$ cat src/hw/seq_vector_regs_pkg.sv
// Constants for the sequencer vector and block register group.
// Assumes an 8-bit register port with byte offsets as printed.
`default_nettype none
package seq_vector_regs_pkg;
  localparam int DATA_W = 8;
  localparam int VEC_W = 7;
  localparam int PTR_W = 6;
  localparam int CNT_W = 4;
  localparam int RATIO_W = 4;
  localparam int SIZE_W = 12;
  localparam int SIZE_LO_W = 8;
  localparam int SIZE_HI_W = 4;

  localparam logic [7:0] SEL_VEC_OFS = 8'h2C;
  localparam logic [7:0] RESEL_VEC_OFS = 8'h2E;
  localparam logic [7:0] DMA_VEC_OFS = 8'h30;
  localparam logic [7:0] PTR_OFS = 8'h32;
  localparam logic [7:0] CNT_OFS = 8'h34;
  localparam logic [7:0] RATIO_OFS = 8'h36;
  localparam logic [7:0] SIZE_LO_OFS = 8'h38;
  localparam logic [7:0] SIZE_HI_OFS = 8'h3A;

  localparam logic [VEC_W-1:0] VEC_RST = 7'h00;
  localparam logic [PTR_W-1:0] PTR_RST = 6'h00;
  localparam logic [CNT_W-1:0] CNT_RST = 4'h0;
  localparam logic [RATIO_W-1:0] RATIO_RST = 4'h0;
  localparam logic [SIZE_W-1:0] SIZE_RST = 12'h000;
  localparam logic [DATA_W-1:0] DATA_RST = 8'h00;

  typedef enum {XFER_IDLE, XFER_OUT, XFER_IN} xfer_state_t;
endpackage
`default_nettype wire

$ cat src/hw/scsi_sequencer_vector_and_block_regs.sv
// Sequencer start vectors, port memory pointer and byte counter, block ratio and size.
// Assumes a multiplexed 8-bit processor port on pins; sequencer and FIFO on sys_clk.
// Functional notes
// Selection with selection hold set starts sequencer at selection vector.
// Reselection with reselection hold set starts initiator sequence at reselection vector.
// DMA request with auto response set starts sequencer at DMA vector.
// Pointer register is read-only and shows the 6-bit memory location.
// Pointer holds next location and advances by one per byte moved.
// Each transfer instruction loads pointer from its memory address field; code loads it only when idle, not while a transfer is active.
// Outgoing transfers burst-copy memory into FIFO, pointer advances at once.
// Incoming bytes advance pointer only as each enters memory from FIFO.
// Outgoing transfer reported complete on the bus only when FIFO empty.
// Read-only 4-bit counter gives bytes still to move.
// Outgoing counter reaches zero when burst copy into FIFO ends.
// Incoming counter reaches zero when final byte is written to memory.
// Ratio field holds blocks minus one; values 0..15 decode to 1..16.
// Processor programs block size as bytes per block minus one.
// Low size register holds bits 7..0, high holds bits 11..8.
// Unused upper bits read zero; writes to read-only registers ignored.
// Start vectors are 7-bit control store addresses.
`default_nettype none
module scsi_sequencer_vector_and_block_regs (
  input wire logic sys_clk,
  input wire logic sys_rst,
  input wire logic [7:0] adIn,
  output logic [7:0] adOut,
  output logic adOe,
  input wire logic aleIn,
  input wire logic writeStrobeN,
  input wire logic readStrobeN,
  input wire logic chipSelectN,
  input wire logic beingSelected,
  input wire logic reselectionDone,
  input wire logic dmaRequestPin,
  input wire logic selectionHoldFlag,
  input wire logic reselectionHoldFlag,
  input wire logic autoResponseFlag,
  output logic seqStart,
  output logic [6:0] seqStartAddr,
  input wire logic xferStart,
  input wire logic [5:0] instrMemAddrField,
  input wire logic [3:0] xferLength,
  input wire logic xferToScsi,
  input wire logic fifoReady,
  input wire logic fifoHasData,
  input wire logic fifoEmpty,
  output logic [5:0] portMemoryPointer,
  output logic memRead,
  output logic memWrite,
  output logic xferActive,
  output logic xferBusDone,
  output logic [3:0] physicalLogicalRatio,
  output logic [4:0] blocksPerLogical,
  output logic [11:0] physicalBlockSize
);

  function automatic logic [7:0] zeroExtend(input logic [7:0] value, input int width);
    logic [7:0] mask;
    mask = 8'hFF >> (8 - width);
    return value & mask;
  endfunction

  function automatic logic [4:0] decodeRatio(input logic [3:0] field);
    return {1'b0, field} + 5'h01;
  endfunction

  // Pin synchronisers: bus has two stages; ALE, strobes, chip select and DMA request have three
  logic [7:0] adS1_q, adS2_q;
  logic aleS1_q, aleS2_q, aleS3_q;
  logic weS1_q, weS2_q, weS3_q;
  logic reS1_q, reS2_q, reS3_q;
  logic csS1_q, csS2_q, csS3_q;
  logic drqS1_q, drqS2_q, drqS3_q;

  always_ff @(posedge sys_clk)
  begin
    if (sys_rst)
    begin
      adS1_q <= seq_vector_regs_pkg::DATA_RST;
      adS2_q <= seq_vector_regs_pkg::DATA_RST;
      {aleS1_q, aleS2_q, aleS3_q} <= 3'h0;
      {weS1_q, weS2_q, weS3_q} <= 3'h7;
      {reS1_q, reS2_q, reS3_q} <= 3'h7;
      {csS1_q, csS2_q, csS3_q} <= 3'h7;
      {drqS1_q, drqS2_q, drqS3_q} <= 3'h0;
    end
    else
    begin
      adS1_q <= adIn;
      adS2_q <= adS1_q;
      {aleS1_q, aleS2_q, aleS3_q} <= {aleIn, aleS1_q, aleS2_q};
      {weS1_q, weS2_q, weS3_q} <= {writeStrobeN, weS1_q, weS2_q};
      {reS1_q, reS2_q, reS3_q} <= {readStrobeN, reS1_q, reS2_q};
      {csS1_q, csS2_q, csS3_q} <= {chipSelectN, csS1_q, csS2_q};
      {drqS1_q, drqS2_q, drqS3_q} <= {dmaRequestPin, drqS1_q, drqS2_q};
    end
  end

  // Address is captured as ALE falls; write happens as the write strobe rises
  wire aleFall = aleS3_q & ~aleS2_q;
  wire writeEnd = ~weS3_q & weS2_q & ~csS3_q;
  wire readOn = ~reS2_q & ~csS2_q;

  logic [7:0] addr_q;
  always_ff @(posedge sys_clk)
  begin
    if (sys_rst)
      addr_q <= seq_vector_regs_pkg::DATA_RST;
    else if (aleFall)
      addr_q <= adS2_q;
  end

  wire hitSel = addr_q == seq_vector_regs_pkg::SEL_VEC_OFS;
  wire hitResel = addr_q == seq_vector_regs_pkg::RESEL_VEC_OFS;
  wire hitDma = addr_q == seq_vector_regs_pkg::DMA_VEC_OFS;
  wire hitPtr = addr_q == seq_vector_regs_pkg::PTR_OFS;
  wire hitCnt = addr_q == seq_vector_regs_pkg::CNT_OFS;
  wire hitRatio = addr_q == seq_vector_regs_pkg::RATIO_OFS;
  wire hitSizeLo = addr_q == seq_vector_regs_pkg::SIZE_LO_OFS;
  wire hitSizeHi = addr_q == seq_vector_regs_pkg::SIZE_HI_OFS;
  wire hitAny = hitSel | hitResel | hitDma | hitPtr | hitCnt | hitRatio | hitSizeLo | hitSizeHi;

  // Writable registers; pointer and counter have no write path
  logic [6:0] selVec_q, reselVec_q, dmaVec_q;
  logic [3:0] ratio_q;
  logic [4:0] ratioCount_q;
  logic [11:0] size_q;

  always_ff @(posedge sys_clk)
  begin
    if (sys_rst)
    begin
      selVec_q <= seq_vector_regs_pkg::VEC_RST;
      reselVec_q <= seq_vector_regs_pkg::VEC_RST;
      dmaVec_q <= seq_vector_regs_pkg::VEC_RST;
      ratio_q <= seq_vector_regs_pkg::RATIO_RST;
      ratioCount_q <= decodeRatio(seq_vector_regs_pkg::RATIO_RST);
      size_q <= seq_vector_regs_pkg::SIZE_RST;
    end
    else if (writeEnd)
    begin
      if (hitSel)
        selVec_q <= adS2_q[6:0];
      if (hitResel)
        reselVec_q <= adS2_q[6:0];
      if (hitDma)
        dmaVec_q <= adS2_q[6:0];
      if (hitRatio)
      begin
        ratio_q <= adS2_q[3:0];
        ratioCount_q <= decodeRatio(adS2_q[3:0]);
      end
      if (hitSizeLo)
        size_q[7:0] <= adS2_q;
      if (hitSizeHi)
        size_q[11:8] <= adS2_q[3:0];
    end
  end

  assign physicalLogicalRatio = ratio_q;
  assign blocksPerLogical = ratioCount_q;
  assign physicalBlockSize = size_q;

  // Transfer engine between port memory and FIFO
  seq_vector_regs_pkg::xfer_state_t state_q;
  logic [5:0] ptr_q;
  logic [3:0] cnt_q;
  logic busDone_q;

  wire cntZero = cnt_q == seq_vector_regs_pkg::CNT_RST;
  assign memRead = (state_q == seq_vector_regs_pkg::XFER_OUT) && fifoReady && !cntZero;
  assign memWrite = (state_q == seq_vector_regs_pkg::XFER_IN) && fifoHasData && !cntZero;
  wire byteMoved = memRead | memWrite;
  wire outDone = (state_q == seq_vector_regs_pkg::XFER_OUT) && cntZero && fifoEmpty;

  always_ff @(posedge sys_clk)
  begin
    if (sys_rst)
    begin
      state_q <= seq_vector_regs_pkg::XFER_IDLE;
      ptr_q <= seq_vector_regs_pkg::PTR_RST;
      cnt_q <= seq_vector_regs_pkg::CNT_RST;
      busDone_q <= 1'b0;
    end
    else
    begin
      busDone_q <= outDone;
      case (state_q)
        seq_vector_regs_pkg::XFER_IDLE:
        begin
          if (xferStart)
          begin
            ptr_q <= instrMemAddrField;
            cnt_q <= xferLength;
            state_q <= xferToScsi ? seq_vector_regs_pkg::XFER_OUT
                                  : seq_vector_regs_pkg::XFER_IN;
          end
        end
        seq_vector_regs_pkg::XFER_OUT:
        begin
          if (byteMoved)
          begin
            ptr_q <= ptr_q + 6'h01;
            cnt_q <= cnt_q - 4'h1;
          end
          if (outDone)
            state_q <= seq_vector_regs_pkg::XFER_IDLE;
        end
        seq_vector_regs_pkg::XFER_IN:
        begin
          if (byteMoved)
          begin
            ptr_q <= ptr_q + 6'h01;
            cnt_q <= cnt_q - 4'h1;
          end
          else if (cntZero)
            state_q <= seq_vector_regs_pkg::XFER_IDLE;
        end
        default:
          state_q <= seq_vector_regs_pkg::XFER_IDLE;
      endcase
    end
  end

  assign portMemoryPointer = ptr_q;
  assign xferActive = state_q != seq_vector_regs_pkg::XFER_IDLE;
  assign xferBusDone = busDone_q;

  // Sequencer start: one pulse per rising edge of a cause; on a tie selection beats reselection beats DMA
  logic selPrev_q, reselPrev_q;
  logic start_q;
  logic [6:0] startAddr_q;

  wire selEvent = beingSelected & ~selPrev_q & selectionHoldFlag;
  wire reselEvent = reselectionDone & ~reselPrev_q & reselectionHoldFlag;
  wire dmaEvent = drqS2_q & ~drqS3_q & autoResponseFlag;
  wire [6:0] startPick = selEvent ? selVec_q : (reselEvent ? reselVec_q : dmaVec_q);

  always_ff @(posedge sys_clk)
  begin
    if (sys_rst)
    begin
      selPrev_q <= 1'b0;
      reselPrev_q <= 1'b0;
      start_q <= 1'b0;
      startAddr_q <= seq_vector_regs_pkg::VEC_RST;
    end
    else
    begin
      selPrev_q <= beingSelected;
      reselPrev_q <= reselectionDone;
      start_q <= selEvent | reselEvent | dmaEvent;
      if (selEvent | reselEvent | dmaEvent)
        startAddr_q <= startPick;
    end
  end

  assign seqStart = start_q;
  assign seqStartAddr = startAddr_q;

  // Read path: data registered, narrow fields zero-extended
  logic [7:0] readMux;
  always_comb
  begin
    readMux = seq_vector_regs_pkg::DATA_RST;
    if (hitSel)
      readMux = zeroExtend({1'b0, selVec_q}, seq_vector_regs_pkg::VEC_W);
    if (hitResel)
      readMux = zeroExtend({1'b0, reselVec_q}, seq_vector_regs_pkg::VEC_W);
    if (hitDma)
      readMux = zeroExtend({1'b0, dmaVec_q}, seq_vector_regs_pkg::VEC_W);
    if (hitPtr)
      readMux = zeroExtend({2'b00, ptr_q}, seq_vector_regs_pkg::PTR_W);
    if (hitCnt)
      readMux = zeroExtend({4'h0, cnt_q}, seq_vector_regs_pkg::CNT_W);
    if (hitRatio)
      readMux = zeroExtend({4'h0, ratio_q}, seq_vector_regs_pkg::RATIO_W);
    if (hitSizeLo)
      readMux = size_q[7:0];
    if (hitSizeHi)
      readMux = zeroExtend({4'h0, size_q[11:8]}, seq_vector_regs_pkg::SIZE_HI_W);
  end

  logic [7:0] readData_q;
  logic readOe_q;
  always_ff @(posedge sys_clk)
  begin
    if (sys_rst)
    begin
      readData_q <= seq_vector_regs_pkg::DATA_RST;
      readOe_q <= 1'b0;
    end
    else
    begin
      readData_q <= readMux;
      readOe_q <= readOn & hitAny;
    end
  end

  assign adOut = readData_q;
  assign adOe = readOe_q;

endmodule
`default_nettype wire

$ cat config.mk
export PLATFORM = sky130hd
export DESIGN_NAME = scsi_sequencer_vector_and_block_regs
export DESIGN_NICKNAME = d
export VERILOG_FILES = /design/src/hw/seq_vector_regs_pkg.sv /design/src/hw/scsi_sequencer_vector_and_block_regs.sv
export SDC_FILE = /design/constraint.sdc
export NUM_CORES = 1
export LEC_CHECK = 0
export BUFFER_PORTS_ARGS = -buffer_cell sky130_fd_sc_hd__buf_2
export CORE_MARGIN = 3
export CORE_UTILIZATION = 50
export DETAILED_ROUTE_END_ITERATION = 10
export PLACE_DENSITY = 0.73
export RECOVER_POWER = 100
export SETUP_SLACK_MARGIN = 0.15
export SYNTH_ARGS = -nofsm -noshare
export SYNTH_HDL_FRONTEND = slang
export SYNTH_SLANG_ARGS = --single-unit
export TNS_END_PERCENT = 10
$ cat constraint.sdc
create_clock -name sys_clk -period 1.81 [get_ports sys_clk]
set_clock_uncertainty 0.15 [all_clocks]
set_input_delay 0.181 -clock sys_clk [delete_from_list [all_inputs] [get_ports sys_clk]]
set_output_delay 0.181 -clock sys_clk [all_outputs]
set_load 0.03 [all_outputs]
---- Yosys cells after proc, flatten, opt, wreduce, memory -nomap -nowiden ----
Index checks and enable logic that the tools add are counted.
Widths: inputs -> output; s select.
operators by class
  reduce and logical (&&, ||, !) cells .... 21
  multiplexer cells ....................... 22
  div/mod/pow operators ................... 0
  bitwise gates (word level) .............. 29
  shifts and indexed selects .............. 0
  equal/unequal tests ..................... 17
  multiply operators ...................... 0
  $lt $le $gt $ge ......................... 0
  add/sub/neg operators ................... 3
operator list
  kind                 number
  $mux 32              4
  $pmux 32 s3          1
  $eq 32x2->1 const B  2
  $eq 8x6->1 const B   8
  $mux 8               6
  $eq 32x1->1 const B  1
  $eq 32x3->1 const B  1
  $logic_not 32->1     1
  $reduce_bool 32->1   1
  $mux 7               3
  $mux 4               3
  $mux 6               2
  $pmux 6 s2           1
  $reduce_and 2->1     6
  $and 1x1->1          11
  $or 1x1->1           10
  $ne 2x2->1 const B   4
  $not 1->1            8
  $pmux 4 s2           1
  $add 6x1->6 const B  1
  $logic_and 1x1->1    6
  $add 4x1->5 const B  1
  $logic_not 4->1      1
  $reduce_and 4->1     1
  7 further kinds      8
word-level totals
  memories ................................ 0
  output and inout bits ................... 48
  latch bits .............................. 0
  ROM bits ................................ 0
  bits in writable memories ............... 0
  bits of input ports ..................... 35
  register bits ........................... 142
  logic and storage cells ................. 127

---- Longest topological paths before layout ----
  depth after elaboration ................. 9
  mapped depth ............................ 8
  mapped depth without buffers ............ 7

---- Worst setup path after synthesis ----
OpenSTA, ideal clock, no wires.
  path kind ............................... reg-to-reg
  start point ............................. register addr_q[0]
  end point ............................... register ratioCount_q[0] (netlist: blocksPerLogical[0])
  buffers on the path ..................... 1
  data arrival time ....................... 1.559 ns
  path slack .............................. -0.019 ns
  stages on the path, launching flop included .. 6
  clock period less this slack ............ 1.829 ns
  path through ............................ dfxtp_1 -> nor4b_4 -> nand2_1 -> or3_1 -> buf_2 -> a211o_1
between the ends
  word-level cells in the longest chain between the ends .. 2
ends and longest elaborated chain
  what                               line                                         RTL
  start: declaration                 scsi_sequencer_vector_and_block_regs.sv:104  logic [7:0] addr_q;
  start signal: assignment           scsi_sequencer_vector_and_block_regs.sv:108  addr_q <= seq_vector_regs_pkg::DATA_RST;
  start signal: assignment           scsi_sequencer_vector_and_block_regs.sv:110  addr_q <= adS2_q;
  $eq 8x6->1                         scsi_sequencer_vector_and_block_regs.sv:118  wire hitRatio = addr_q == seq_vector_regs_pkg::RATIO_OFS;
  $reduce_and 2->1 (no source line)  -
  end signal: assignment             scsi_sequencer_vector_and_block_regs.sv:137  ratioCount_q <= decodeRatio(seq_vector_regs_pkg::RATIO_RST);
  end signal: assignment             scsi_sequencer_vector_and_block_regs.sv:151  ratioCount_q <= decodeRatio(adS2_q[3:0]);
  end: declaration                   scsi_sequencer_vector_and_block_regs.sv:126  logic [4:0] ratioCount_q;
Every way passes these cells.
A chain may end at the register's enable or synchronous reset.

---- Final worst setup path ----
  start point ............................. register cnt_q[0]
  end point ............................... register ptr_q[0] (netlist: portMemoryPointer[0])
between the ends
  word-level cells in the longest chain between the ends .. 6
ends and longest elaborated chain
  what                                         line                                                                                      RTL
  start: declaration                           scsi_sequencer_vector_and_block_regs.sv:167                                               logic [3:0] cnt_q;
  start signal: assignment                     scsi_sequencer_vector_and_block_regs.sv:182                                               cnt_q <= seq_vector_regs_pkg::CNT_RST;
  start signal: assignment                     scsi_sequencer_vector_and_block_regs.sv:194                                               cnt_q <= xferLength;
  start signal: assignment                     scsi_sequencer_vector_and_block_regs.sv:204                                               cnt_q <= cnt_q - 4'h1;
  $logic_not 4->1 (*)                          scsi_sequencer_vector_and_block_regs.sv:170                                               wire cntZero = cnt_q == seq_vector_regs_pkg::CNT_RST;
  $logic_not 1->1 (*)                          scsi_sequencer_vector_and_block_regs.sv:171, scsi_sequencer_vector_and_block_regs.sv:172
  $logic_and 1x1->1, on equally long branches  scsi_sequencer_vector_and_block_regs.sv:171, scsi_sequencer_vector_and_block_regs.sv:172
  $or 1x1->1 (*)                               scsi_sequencer_vector_and_block_regs.sv:173                                               wire byteMoved = memRead | memWrite;
  $ne 2x1->1 (no source line) (*)              -
  $reduce_and 3->1 (no source line) (*)        -
  end signal: assignment                       scsi_sequencer_vector_and_block_regs.sv:181                                               ptr_q <= seq_vector_regs_pkg::PTR_RST;
  end signal: assignment                       scsi_sequencer_vector_and_block_regs.sv:193                                               ptr_q <= instrMemAddrField;
  end signal: assignment                       scsi_sequencer_vector_and_block_regs.sv:203                                               ptr_q <= ptr_q + 6'h01;
  end: declaration                             scsi_sequencer_vector_and_block_regs.sv:166                                               logic [5:0] ptr_q;
Mark *: on every way between the ends. The rest lies on a longest branch, timed or not.

==> results.tsv <==
metric	value	unit
crit_path_start_kind	register	
vias	4269	
layout-drive-gt1-share	24.7	%
setup_viol_count_final	0	
rsz0062_at_grt	yes	
fin_crit_sh	99.6	%
yosysTopAreaCell	dfxtp_1	
synth_area	0.00473	mm2
synth_mux_area_share	9.73	%
port_buffers	82	
fin_util	68.5	%
ios	83	
wirelength	12.0	mm
cap_violations	0	
rows	34	
avgViaCountPerCell	5.35	
synth_top_family_by_area	simple AND/OR/NAND/NOR gates	
fin_crit	1.80	ns
syn_inst	535	
grt_pass1_wl	18.9	mm
dp_hpwl	8.48	mm
synth-edff-count	0	
finalHoldViolations	0	
async_reset_ff_share	0	%
fin_ws	0.00764	ns
ys_top_cells_by_area	dfxtp_1 (47%), mux2i_1 (9.7%), nor2_1 (4.5%)	
synth_warnings	0	
cts_tree	built	
antenna_found_initial	0	
clock_latency	0.36	ns
synth_fp_nets	576	
max_freq	0.555	GHz
dr.pass1.iters	5	
whs	0.0153	ns
area_delta_synth_final	29.9	%
grt_overflow	0	
yosysMostFrequentCell	dfxtp_1	
drc	0	
die-height	103	um
synth_top_area_share	47.4	%
floorplan.initialDensity	52.7	%
core-area	0.00898	mm2
power_density	769	mW/mm2
outcome	finished clean	
cp_max_fo	7	
slew_headroom	19.6	%
synthTopCellsByCount	dfxtp_1 (112), nor2_1 (57), nand2_1 (56)	
dieWidth	103	um
synth_compound_area_share	15.0	%
wl_met2	5.99	mm
clock_sinks	112	
first_iter_violations	290	
synth_fa_ha_area_share	1.59	%
ys.flop_type	dfxtp_1	
clkSlewWorstSetupHoldPaths	0.10	ns
preCtsSetupSlack	-0.115	ns
met3WireLength	693	um
r2r_start	cnt_q[0]	
setup_tns	0	ns
instances_no_fill	798	
ctsHtreeMaxLevel	3	
synth_xor_xnor_area_share	0.370	%
diodes	0	
numCtsBuffers	9	
grt_max_degree	44	
cp-end-kind	register	
dieArea	0.0107	mm2
grtUsageTotal	22.7	%
crit_type	reg -> reg	
worst_pin_slew	1.21	ns
fill_cells	715	
crit_arrival	1.96	ns
worstSetupStartpoint	cnt_q[0]	
synthSimpleGateAreaFrac	22.3	%
wl_per_cell	15.0	um
seq_area_frac_synth	47.4	%
p_leak	2.42	nW
wl_met1	5.05	mm
grt_pass1_vias	3982	
clk_path_buf_depth	2	
ant_nets	0	
clockRootBuffer	clkbuf_8	
hp-start	instrMemAddrField[2]	
netlist-cell-type-count	48	
slew_violations	0	
cp_data_required_time	1.97	ns
irDropWorstVdd	474	uV
synth-seq-cells	112	
fin_nets	709	
place_inst	753	
top_layer_used	met4	
min_path_type	in -> reg	
gp_congestion	0.865	
synth.avg_cell_area	8.84	um2
==> worst max-delay path, stage by stage (launching register included) <==
cell and delay (ns):
dfxtp_2 0.35, inv_2 0.05, ha_4 0.15, nor3b_4 0.15, o21ai_2 0.18, nand2_2 0.13
or3_4 0.40, a21oi_2 0.17
==> registers in the layout, summed over array words and instances (netlist names), 2 cells and up <==
register,flops
adS1_q,8
physicalBlockSize,12
adS2_q,8
portMemoryPointer,6
addr_q,8
seqStartAddr,7
dmaVec_q,7
state_q,2
blocksPerLogical,5
selVec_q,7
adOut,8
cnt_q,4
reselVec_q,7
physicalLogicalRatio,4
==> final timing paths <==
check,slack [ns],to,depth (start not counted)
max,0.008,portMemoryPointer[0],7
min,0.02,portMemoryPointer[2],5
max reg2reg,0.008,portMemoryPointer[0],7
min reg2reg,0.25,adOe,1
==> layout by cell type (no fill, tap or decap), types with 23 or more instances in the layout <==
cell type and count:
a21oi_1 34, buf_2 32, buf_4 41, clkbuf_1 49, dfxtp_1 102, dlygate4sd3_1 23
mux2i_1 46, nand2_1 51, nor2_1 50, nor2b_1 34, o21ai_0 29
==> cell families after synthesis <==
| group | Yosys count |
|---|---|
| AOI/OAI and AO/OA | 118 |
| muxes | 46 |
| and+or+nand+nor | 207 |
| adders and majority gates | 6 |
| xor gates and xnor gates | 2 |
| buffers and inverters | 44 |
| DFF | 112 |
==> where the power goes <==
part | switching [mW] | total [mW] | internal (mW) | leakage [nW]
logic | 0.385 | 0.738 | 0.353 | 1.42
registers | 0.0753 | 2.62 | 2.54 | 0.915
clock network | 0.826 | 1.37 | 0.544 | 0.0854
total | 1.29 | 4.72 | 3.44 | 2.42
==> through the flow <==
step                power [mW]  instance area [um2]
finish                    4.72                 6140
global route              4.94                 6140
detailed placement        3.27                 5530
global placement          3.24                 5530
CTS                       4.72                 6020
floorplan                 3.05                 4760
==> metal layers <==
layer  vias up  track usage (%)
met2       138             39.1
met3        19             4.49
li1       2106                -
met1      2006             28.9
met4         0             6.47
met5         -                0
==> final cells by class <==
type,instances,area (um2),area share [%]
clock inverters,5,41.3,0.672
inverters,9,33.8,0.550
clock buffers,10,138,2.24
repair buffers,157,1010,16.4
flip-flops and latches,112,2250,36.7
well taps,126,158,2.57
multi-input cells,379,2510,40.9
==> repair_timing <==
| item | in CTS | in global routing |
|---|---|---|
| pin swaps | 4 | 19 |
| hold buffers | 23 | 0 |
| resized for setup | 19 | 56 |
| hold endpoints to repair | 23 | 0 |
| buffers inserted | 3 | 4 |
| setup endpoints to repair | 43 | 70 |
No activity file was read; power rests on OpenSTA's default activity.
